### src/logic/pfs_pkg.sv
// package for the port function select and pin interrupt block
// assumes a plain register port with byte-wide registers
package pfs_pkg;

    // ****************************************************************
    // register map and layout
    // ****************************************************************
    localparam int PFS_WIDTH = 8;
    localparam int PFS_ADDR_W = 4;
    localparam logic [3:0] PFS_OFF_SEL_LO = 4'h0;
    localparam logic [3:0] PFS_OFF_SEL_HI = 4'h1;
    localparam logic [3:0] PFS_OFF_SEL_TGL = 4'h2;
    localparam logic [3:0] PFS_OFF_EDGE_POL = 4'h3;
    localparam logic [3:0] PFS_OFF_IRQ_EN = 4'h4;
    localparam logic [3:0] PFS_OFF_IRQ_PEND = 4'h5;
    localparam logic [3:0] PFS_OFF_IRQ_VEC = 4'h6;
    localparam logic [7:0] PFS_RST_SEL = 8'h00;
    localparam logic [7:0] PFS_RST_IRQ_EN = 8'h00;
    // edge polarity and pending flags have no documented reset value
    localparam logic [7:0] PFS_RST_UNDEF = 8'h00;
    localparam logic [7:0] PFS_VEC_NONE = 8'h00;
    localparam logic [7:0] PFS_VEC_BASE = 8'h02;

    // ****************************************************************
    // function codes per pin
    // ****************************************************************
    localparam logic [1:0] PFS_FN_GPIO = 2'h0;
    localparam logic [1:0] PFS_FN_PRIMARY = 2'h1;
    localparam logic [1:0] PFS_FN_SECONDARY = 2'h2;
    localparam logic [1:0] PFS_FN_TERTIARY = 2'h3;

    // register bus request
    typedef struct packed {
        logic [3:0] addr;
        logic [7:0] wdata;
        logic wr;
        logic rd;
    } pfs_bus_req_t;

    // all block state
    typedef struct packed {
        logic [7:0] sel_lo;
        logic [7:0] sel_hi;
        logic [7:0] edge_pol;
        logic [7:0] irq_en;
        logic [7:0] irq_pend;
        logic [7:0] pin_s1;
        logic [7:0] pin_s2;
        logic [7:0] pin_prev;
        logic [7:0] rdata;
    } pfs_state_t;

endpackage

### src/logic/pfs_port.sv
// port function select, select toggle and pin edge interrupt logic
// assumes pins asynchronous to clk_in and a one-cycle register port
//
// Chosen here: the register addresses and the strobed register port.
`timescale 1ns/1ps

module pfs_port (
    input wire logic clk_in,
    input wire logic reset_in,
    input wire logic [pfs_pkg::PFS_ADDR_W-1:0] addr_in,
    input wire logic [7:0] wdata_in,
    input wire logic wr_in,
    input wire logic rd_in,
    output logic [7:0] rdata_out,
    input wire logic [7:0] pin_in,
    output logic [15:0] func_code_out,
    output logic [7:0] func_select_lo_out,
    output logic [7:0] func_select_hi_out,
    output logic [7:0] pin_irq_vector_out,
    output logic irq_out
);
    import pfs_pkg::*;

    pfs_state_t state_reg;
    pfs_state_t state_next;
    pfs_bus_req_t bus;
    logic [7:0] edge_hit;
    logic [7:0] vec;
    logic [7:0] active;

    // ****************************************************************
    // bus request bundle
    // ****************************************************************
    assign bus = '{addr: addr_in, wdata: wdata_in, wr: wr_in, rd: rd_in};

    // per-pin edge detect and two-bit code
    genvar g;
    generate
        for (g = 0; g < PFS_WIDTH; g++) begin : g_pin
            assign edge_hit[g] = state_reg.edge_pol[g]
                ? (state_reg.pin_prev[g] & ~state_reg.pin_s2[g])
                : (~state_reg.pin_prev[g] & state_reg.pin_s2[g]);
            // hi bit is msb of code
            assign func_code_out[2*g+1:2*g] =
                {state_reg.sel_hi[g], state_reg.sel_lo[g]};

            // code of this pin decodes to the selected function
            code_pin_a: assert property (@(posedge clk_in)
                disable iff (reset_in)
                func_code_out[2*g+:2] == (func_select_hi_out[g]
                ? (func_select_lo_out[g] ? PFS_FN_TERTIARY : PFS_FN_SECONDARY)
                : (func_select_lo_out[g] ? PFS_FN_PRIMARY : PFS_FN_GPIO)))
                else $error("pin function code wrong");
            // rising edge with polarity zero raises this pin's flag
            rise_pin_a: assert property (@(posedge clk_in)
                disable iff (reset_in)
                (!state_reg.edge_pol[g] && !state_reg.pin_prev[g]
                && state_reg.pin_s2[g]) |=> state_reg.irq_pend[g])
                else $error("rising pin edge lost");
            // falling edge with polarity one raises this pin's flag
            fall_pin_a: assert property (@(posedge clk_in)
                disable iff (reset_in)
                (state_reg.edge_pol[g] && state_reg.pin_prev[g]
                && !state_reg.pin_s2[g]) |=> state_reg.irq_pend[g])
                else $error("falling pin edge lost");
            // flag rises only by an edge or a software write
            hold_pin_a: assert property (@(posedge clk_in)
                disable iff (reset_in)
                (!state_reg.irq_pend[g] && !edge_hit[g]
                && !(wr_in && addr_in == PFS_OFF_IRQ_PEND)) |=>
                !state_reg.irq_pend[g])
                else $error("pending flag set without an edge");
            // an enabled pending pin always raises the request
            irq_pin_a: assert property (@(posedge clk_in)
                disable iff (reset_in)
                (state_reg.irq_pend[g] && state_reg.irq_en[g]) |-> irq_out)
                else $error("enabled pending pin gives no irq");
            // lowest pending pin names the vector
            vec_pin_a: assert property (@(posedge clk_in)
                disable iff (reset_in)
                (state_reg.irq_pend[g]
                && (state_reg.irq_pend << (PFS_WIDTH - g)) == 8'h00) |->
                pin_irq_vector_out == PFS_VEC_BASE + 8'(2 * g))
                else $error("vector of lowest pending pin wrong");
        end
    endgenerate

    // ****************************************************************
    // priority vector, lowest pin first
    // ****************************************************************
    always_comb begin
        vec = PFS_VEC_NONE;
        // scan downward so lowest pending pin wins
        for (int i = PFS_WIDTH - 1; i >= 0; i--) begin
            if (state_reg.irq_pend[i]) begin
                vec = PFS_VEC_BASE + 8'(2 * i);
            end
        end
    end

    assign active = state_reg.irq_pend & state_reg.irq_en;

    // ****************************************************************
    // next state
    // ****************************************************************
    always_comb begin
        state_next = state_reg;
        // two-flop pin synchroniser, then previous value
        state_next.pin_s1 = pin_in;
        state_next.pin_s2 = state_reg.pin_s1;
        state_next.pin_prev = state_reg.pin_s2;
        if (bus.wr) begin
            unique case (bus.addr)
                PFS_OFF_SEL_LO: state_next.sel_lo = bus.wdata;
                PFS_OFF_SEL_HI: state_next.sel_hi = bus.wdata;
                PFS_OFF_SEL_TGL: begin
                    // invert both bits of each marked pin
                    state_next.sel_lo = state_reg.sel_lo ^ bus.wdata;
                    state_next.sel_hi = state_reg.sel_hi ^ bus.wdata;
                end
                PFS_OFF_EDGE_POL: state_next.edge_pol = bus.wdata;
                PFS_OFF_IRQ_EN: state_next.irq_en = bus.wdata;
                PFS_OFF_IRQ_PEND: state_next.irq_pend = bus.wdata;
                default: ;
            endcase
        end
        // a new edge wins over a software clear
        state_next.irq_pend = state_next.irq_pend | edge_hit;
        // read data valid in the cycle after the strobe
        state_next.rdata = 8'h00;
        if (bus.rd) begin
            unique case (bus.addr)
                PFS_OFF_SEL_LO: state_next.rdata = state_reg.sel_lo;
                PFS_OFF_SEL_HI: state_next.rdata = state_reg.sel_hi;
                PFS_OFF_SEL_TGL: state_next.rdata = 8'h00;
                PFS_OFF_EDGE_POL: state_next.rdata = state_reg.edge_pol;
                PFS_OFF_IRQ_EN: state_next.rdata = state_reg.irq_en;
                PFS_OFF_IRQ_PEND: state_next.rdata = state_reg.irq_pend;
                PFS_OFF_IRQ_VEC: state_next.rdata = vec;
                default: state_next.rdata = 8'h00;
            endcase
        end
    end

    // ****************************************************************
    // state register
    // ****************************************************************
    // polarity and pending have no defined reset: zero is loaded here
    // a pin high through reset shows as a rising edge two cycles later
    always_ff @(posedge clk_in or posedge reset_in) begin
        if (reset_in) begin
            state_reg.sel_lo <= PFS_RST_SEL;
            state_reg.sel_hi <= PFS_RST_SEL;
            state_reg.edge_pol <= PFS_RST_UNDEF;
            state_reg.irq_en <= PFS_RST_IRQ_EN;
            state_reg.irq_pend <= PFS_RST_UNDEF;
            state_reg.pin_s1 <= 8'h00;
            state_reg.pin_s2 <= 8'h00;
            state_reg.pin_prev <= 8'h00;
            state_reg.rdata <= 8'h00;
        end else begin
            state_reg <= state_next;
        end
    end

    // outputs
    assign rdata_out = state_reg.rdata;
    assign func_select_lo_out = state_reg.sel_lo;
    assign func_select_hi_out = state_reg.sel_hi;
    assign pin_irq_vector_out = vec;
    assign irq_out = |active;

    // ****************************************************************
    // select register checks
    // ****************************************************************
    // toggle write inverts both select bits of each marked pin
    sel_toggle_a: assert property (@(posedge clk_in)
        disable iff (reset_in)
        (wr_in && addr_in == PFS_OFF_SEL_TGL) |=>
        func_select_lo_out == ($past(func_select_lo_out) ^ $past(wdata_in))
        && func_select_hi_out ==
        ($past(func_select_hi_out) ^ $past(wdata_in)))
        else $error("select toggle wrong");
    // plain write to the low select lands whole
    lo_write_a: assert property (@(posedge clk_in)
        disable iff (reset_in)
        (wr_in && addr_in == PFS_OFF_SEL_LO) |=>
        func_select_lo_out == $past(wdata_in))
        else $error("low select write lost");
    // plain write to the high select lands whole
    hi_write_a: assert property (@(posedge clk_in)
        disable iff (reset_in)
        (wr_in && addr_in == PFS_OFF_SEL_HI) |=>
        func_select_hi_out == $past(wdata_in))
        else $error("high select write lost");
    // no other write moves either select register
    sel_keep_a: assert property (@(posedge clk_in)
        disable iff (reset_in)
        !(wr_in && (addr_in == PFS_OFF_SEL_LO
        || addr_in == PFS_OFF_SEL_HI || addr_in == PFS_OFF_SEL_TGL)) |=>
        $stable(func_select_lo_out) && $stable(func_select_hi_out))
        else $error("select moved without a write");
    // held reset keeps selects and enables at zero
    sel_reset_a: assert property (@(posedge clk_in)
        (reset_in && $past(reset_in)) |->
        func_select_lo_out == PFS_RST_SEL
        && func_select_hi_out == PFS_RST_SEL
        && state_reg.irq_en == PFS_RST_IRQ_EN && !irq_out)
        else $error("reset value wrong");
    // code of pin five taken from bit five of both selects
    code_map_a: assert property (@(posedge clk_in)
        disable iff (reset_in)
        func_code_out[11:10] == {func_select_hi_out[5],
        func_select_lo_out[5]})
        else $error("function code wrong");

    // ****************************************************************
    // pin edge and pending flag checks
    // ****************************************************************
    // rising edge of pin zero sets its flag with polarity zero
    rise_sets_flag_a: assert property (@(posedge clk_in)
        disable iff (reset_in)
        (!state_reg.edge_pol[0] && !state_reg.pin_prev[0]
        && state_reg.pin_s2[0]) |=> state_reg.irq_pend[0])
        else $error("rising edge lost");
    // falling edge of pin one sets its flag with polarity one
    fall_sets_flag_a: assert property (@(posedge clk_in)
        disable iff (reset_in)
        (state_reg.edge_pol[1] && state_reg.pin_prev[1]
        && !state_reg.pin_s2[1]) |=> state_reg.irq_pend[1])
        else $error("falling edge lost");
    // software write of pending lands, edges excepted
    pend_write_a: assert property (@(posedge clk_in)
        disable iff (reset_in)
        (wr_in && addr_in == PFS_OFF_IRQ_PEND) |=>
        (state_reg.irq_pend & ~$past(edge_hit)) ==
        ($past(wdata_in) & ~$past(edge_hit)))
        else $error("pending write wrong");
    // an edge in the cycle of a clear still sets the flag
    edge_wins_a: assert property (@(posedge clk_in)
        disable iff (reset_in)
        (edge_hit != 8'h00) |=>
        (state_reg.irq_pend & $past(edge_hit)) == $past(edge_hit))
        else $error("edge lost against a write");
    // polarity register takes a write whole
    pol_write_a: assert property (@(posedge clk_in)
        disable iff (reset_in)
        (wr_in && addr_in == PFS_OFF_EDGE_POL) |=>
        state_reg.edge_pol == $past(wdata_in))
        else $error("polarity write lost");
    // compare stage holds the synced pins of one cycle before
    sync_chain_a: assert property (@(posedge clk_in)
        disable iff (reset_in)
        state_reg.pin_prev == $past(state_reg.pin_s2))
        else $error("pin compare stage wrong");

    // ****************************************************************
    // interrupt request and vector checks
    // ****************************************************************
    // request follows pending flags gated by enables
    irq_gate_a: assert property (@(posedge clk_in)
        disable iff (reset_in)
        irq_out == |(state_reg.irq_pend & state_reg.irq_en))
        else $error("irq gating wrong");
    // no enabled pending pin, no request
    irq_low_a: assert property (@(posedge clk_in)
        disable iff (reset_in)
        (state_reg.irq_pend & state_reg.irq_en) == 8'h00 |-> !irq_out)
        else $error("irq without enabled pending pin");
    // enable register takes a write whole
    en_write_a: assert property (@(posedge clk_in)
        disable iff (reset_in)
        (wr_in && addr_in == PFS_OFF_IRQ_EN) |=>
        state_reg.irq_en == $past(wdata_in))
        else $error("enable write lost");
    // pin zero pending always wins the vector
    vec_value_a: assert property (@(posedge clk_in)
        disable iff (reset_in)
        state_reg.irq_pend[0] |-> pin_irq_vector_out == 8'h02)
        else $error("vector priority wrong");
    // nothing pending reads as the empty vector
    vec_none_a: assert property (@(posedge clk_in)
        disable iff (reset_in)
        state_reg.irq_pend == 8'h00 |-> pin_irq_vector_out == 8'h00)
        else $error("vector not zero");

    // ****************************************************************
    // read port checks
    // ****************************************************************
    // toggle register reads as zero
    toggle_reads_zero_a: assert property (@(posedge clk_in)
        disable iff (reset_in)
        (rd_in && addr_in == PFS_OFF_SEL_TGL) |=> rdata_out == 8'h00)
        else $error("toggle register read not zero");
    // low select reads back what it holds
    rd_lo_a: assert property (@(posedge clk_in)
        disable iff (reset_in)
        (rd_in && addr_in == PFS_OFF_SEL_LO) |=>
        rdata_out == $past(func_select_lo_out))
        else $error("low select read wrong");
    // high select reads back what it holds
    rd_hi_a: assert property (@(posedge clk_in)
        disable iff (reset_in)
        (rd_in && addr_in == PFS_OFF_SEL_HI) |=>
        rdata_out == $past(func_select_hi_out))
        else $error("high select read wrong");
    // polarity reads back what it holds
    rd_pol_a: assert property (@(posedge clk_in)
        disable iff (reset_in)
        (rd_in && addr_in == PFS_OFF_EDGE_POL) |=>
        rdata_out == $past(state_reg.edge_pol))
        else $error("polarity read wrong");
    // enables read back what they hold
    rd_en_a: assert property (@(posedge clk_in)
        disable iff (reset_in)
        (rd_in && addr_in == PFS_OFF_IRQ_EN) |=>
        rdata_out == $past(state_reg.irq_en))
        else $error("enable read wrong");
    // pending flags read back as held
    rd_pend_a: assert property (@(posedge clk_in)
        disable iff (reset_in)
        (rd_in && addr_in == PFS_OFF_IRQ_PEND) |=>
        rdata_out == $past(state_reg.irq_pend))
        else $error("pending read wrong");
    // vector read returns the live vector of the strobe cycle
    rd_vec_a: assert property (@(posedge clk_in)
        disable iff (reset_in)
        (rd_in && addr_in == PFS_OFF_IRQ_VEC) |=>
        rdata_out == $past(pin_irq_vector_out))
        else $error("vector read wrong");
    // unmapped indices read as zero
    rd_unmapped_a: assert property (@(posedge clk_in)
        disable iff (reset_in)
        (rd_in && addr_in > PFS_OFF_IRQ_VEC) |=> rdata_out == 8'h00)
        else $error("unmapped read not zero");
    // read data idle at zero outside the answer cycle
    rd_idle_a: assert property (@(posedge clk_in)
        disable iff (reset_in)
        !rd_in |=> rdata_out == 8'h00)
        else $error("read data not idle");

    // main scenarios reached
    toggle_c: cover property (@(posedge clk_in)
        wr_in && addr_in == PFS_OFF_SEL_TGL && wdata_in != 8'h00);
    irq_c: cover property (@(posedge clk_in) $rose(irq_out));
    vec_read_c: cover property (@(posedge clk_in)
        rd_in && addr_in == PFS_OFF_IRQ_VEC && pin_irq_vector_out != 8'h00);
    rise_c: cover property (@(posedge clk_in)
        !state_reg.edge_pol[2] && edge_hit[2]);
    fall_c: cover property (@(posedge clk_in)
        state_reg.edge_pol[3] && edge_hit[3]);

endmodule
### config.mk
export PLATFORM = sky130hd
export DESIGN_NAME = pfs_port
export DESIGN_NICKNAME = d
export VERILOG_FILES = /design/src/logic/pfs_pkg.sv /design/src/logic/pfs_port.sv
export SDC_FILE = /design/constraint.sdc
export NUM_CORES = 1
export LEC_CHECK = 0
export BUFFER_PORTS_ARGS = -buffer_cell sky130_fd_sc_hd__buf_2
export CORE_ASPECT_RATIO = 1.25
export CORE_MARGIN = 2
export CORE_UTILIZATION = 45
export DETAILED_ROUTE_END_ITERATION = 10
export GPL_ROUTABILITY_DRIVEN = 1
export PLACE_DENSITY = 0.68
export SLEW_MARGIN = 25
export SYNTH_ARGS = -nofsm -noshare
export SYNTH_HDL_FRONTEND = slang
export SYNTH_SLANG_ARGS = --single-unit
### constraint.sdc
create_clock -name clk_in -period 1.98 [get_ports clk_in]
set_input_delay 0 -clock clk_in [delete_from_list [all_inputs] [get_ports clk_in]]
set_output_delay 0 -clock clk_in [all_outputs]
set_load 0.05 [all_outputs]
==> results.cfg <==
[outcome]
outcome = finished clean

[sta]
tightest_slew_ns = 0.571
hold_ws_ns = 0.178
setup-violations-final = 0
timing.final.crit_share_pct = 86.4
rsz0062_at_grt = no
fmax_mhz = 585
maxSlewHeadroom_pct = 61.7
period_minus_slack_ns = 1.71
skew_ns = 0.00882
fin_tns_setup_ns = 0
timing.final.hold_violations = 0
drv_slew = 0

[floorplan]
core_mm2 = 0.00736
rows = 35
die_h_um = 101
die_x_um = 82.0
ios = 73
dieArea_mm2 = 0.00832
initial_core_util_pct = 46.5

[yosys]
synth_xor_area_share_pct = 4.61
synth_cells = 299
synth_area_mm2 = 0.00342
yosys.area_share.simple_pct = 16.9
syn_area_per_cell_um2 = 11.4
synth_top_area_share_pct = 52.7
yosys_warnings = 0
synth_top_family_by_area = simple AND/OR/NAND/NOR gates
muxShareOfSynthArea_pct = 5.67
synth_area_leaders = dfrtp_1, buf_4, nand2_1
synthFlopType = dfrtp_1
synth-edff-count = 0
ys_seq_elements = 72
synthAdderAreaFrac_pct = 0
async_flop_share_pct = 100
yosysSeqAreaShare_pct = 52.7
synth_compound_area_share_pct = 8.08
yosys.area.top_type = dfrtp_1
ys_types = 39

[detailed_routing]
ant_nets = 0
drt_iter0_drc = 175
drc = 0
viasPerCell = 5.32
num_vias = 2396
drt_pass1_iterations = 7
wl_um = 7630
wire_per_inst_um = 17.0

[clock_network]
htree_levels = 3
cts_buffer_depth = 2
clk_pin_slew_ns = 0.08
cts_made_buffers = 9
cts_num_sinks = 72
root_buffer = clkbuf_8
cts_resized = 0
clock_latency_ns = 0.35
tritoncts = yes

[placement]
gp_congestion = 0.871
io_buffers = 68
hpwl_um = 5390

[setup_path]
slowest_stage = dfrtp_1
crit_family = simple AND/OR/NAND/NOR gates
crit_type = reg -> out
worst_ep_required_time_ns = 1.98
cp.arrival_ns = 1.71
path_max_fanout = 6
max_stage_delay_ns = 0.45
path_buf_inv = 1
cp_cell_sequence = nor4_1 > and3_1 > buf_2
end_kind = output port
critPathLaunchType = register

[layout]
fillers = 662
syn2layout_area_growth_pct = 15.2
final_nets = 377
n_antenna_cell = 0
drive_gt1_share_pct = 34.1
multi_input_area_mm2 = 0.00123
largest_reg_flops = 32
register_area_mm2 = 0.00180

[global_route]
antenna_found_initial = 0
grt_max_degree = 51
grt_pass1_vias = 2244
grt_overflow = 0
grt_pass1_wl_um = 11900
grt_use_total_pct = 19.8

[power_and_ir_drop]
ir_drop_mv = 0.808
power_density_mw_per_mm2 = 1330
p_total_mw = 5.22
p_leak_nw = 1.80

[job]
maxCapViolations = 0

[hold_path]
hold_path.class = in -> reg
-- power breakdown --
| part | leakage, nW | total (mW) | switching [mW] | internal [mW] |
|---|---|---|---|---|
| logic | 0.857 | 2.03 | 1.55 | 0.482 |
| clock network | 0.0851 | 1.16 | 0.577 | 0.586 |
| registers | 0.861 | 2.03 | 0.287 | 1.74 |
| total | 1.80 | 5.22 | 2.41 | 2.81 |
-- stage by stage --
stage                     cells  cell area (um^2)  utilization, %  setup WS [ns]
after CTS                   450              3940            53.6          0.284
after global placement      417              3570            48.6          0.576
after global routing        450              3940            53.6          0.144
after detailed placement    417              3570            48.6          0.534
after floorplan             302              3440               -          0.154
final                       450              3940            53.6          0.270
-- area by class of cell --
| class | instances | area share (%) |
|---|---|---|
| clock buffer | 10 | 3.24 |
| timing repair buffer | 93 | 14.8 |
| tap | 92 | 2.92 |
| clock inverter | 6 | 1.75 |
| sequential | 72 | 45.7 |
| multi-input combinational | 173 | 31.2 |
| inverter | 4 | 0.381 |
-- cells by family after synthesis --
group | Yosys count
and+or+nand+nor | 97
DFF | 72
buffers and inverters | 57
AOI/OAI and AO/OA | 37
xor gates and xnor gates | 18
muxes | 17
other | 1
-- worst register-to-register path, stage by stage, from the launching register on --
cell and delay (ns):
dfrtp_1 0.45, nor4_1 0.37, nor2b_1 0.12, a222oi_1 0.30, a21oi_1 0.11
-- per-layer routing --
metal	vias to the layer above	wire, um	global-route usage (%)
li1	1113	-	-
met1	1177	3240	26.3
met2	88	3810	30.4
met3	18	370	4.55
met5	-	0	0
met4	0	204	9.62
-- Yosys cell counts (2+ instances only) --
cell / number
a211o_1: 2
a21oi_1: 11
a222oi_1: 9
a22oi_1: 10
buf_2: 3
buf_4: 47
buf_6: 2
dfrtp_1: 72
inv_1: 4
mux2_2: 15
nand2_1: 49
nand2_4: 2
nand3b_1: 5
nand4_1: 6
nor2_1: 6
nor2b_1: 3
nor3_1: 3
nor3b_1: 3
nor4b_2: 2
nor4b_4: 2
nor4bb_1: 3
o211ai_1: 2
o311ai_0: 2
or3b_2: 5
xnor2_1: 2
xor2_1: 16
-- layout by cell type (no fill, tap or decap), types with 2 or more instances in the layout --
cell / synthesis / layout
buf_4: 47 / 7
a211o_1: 2 / 2
or3b_2: 5 / 5
clkbuf_8: 0 / 9
nor2b_1: 3 / 3
nand3b_1: 5 / 5
dfrtp_1: 72 / 72
nor3_1: 3 / 3
xor2_1: 16 / 16
nor3b_1: 3 / 3
mux2_2: 15 / 15
nor4b_4: 2 / 2
a222oi_1: 9 / 9
inv_1: 4 / 3
o211ai_1: 2 / 2
dlygate4sd3_1: 0 / 17
nor4bb_1: 3 / 3
nand4_1: 6 / 6
a22oi_1: 10 / 10
nand2_4: 2 / 2
nor2_1: 6 / 6
clkinvlp_4: 0 / 4
nor4b_2: 2 / 2
conb_1: 1 / 4
a21oi_1: 11 / 11
xnor2_1: 2 / 2
nand2_1: 49 / 49
buf_2: 3 / 68
-- worst paths after layout --
path	endpoint	slack (ns)	from	cells after the start
worst max-delay path	pin_irq_vector_out[4]	0.27	state_reg[38]	3
worst min-delay path	state_reg[49]	0.18	wr_in	3
worst max register to register	rdata_out[3]	0.51	state_reg[38]	4
worst min register to register	state_next[13]	0.35	state_next[21]	0
max in group asynchronous	rdata_out[7]	1.11	reset_in	4
min in group asynchronous	state_reg[42]	0.23	reset_in	3
-- what timing repair did --
action | in CTS | in global routing
hold buffers | 17 | 0
buffers inserted | 0 | 0
endpoints found under the hold margin | 70 | 0
Note: power is estimated with default switching activity, not from simulation.
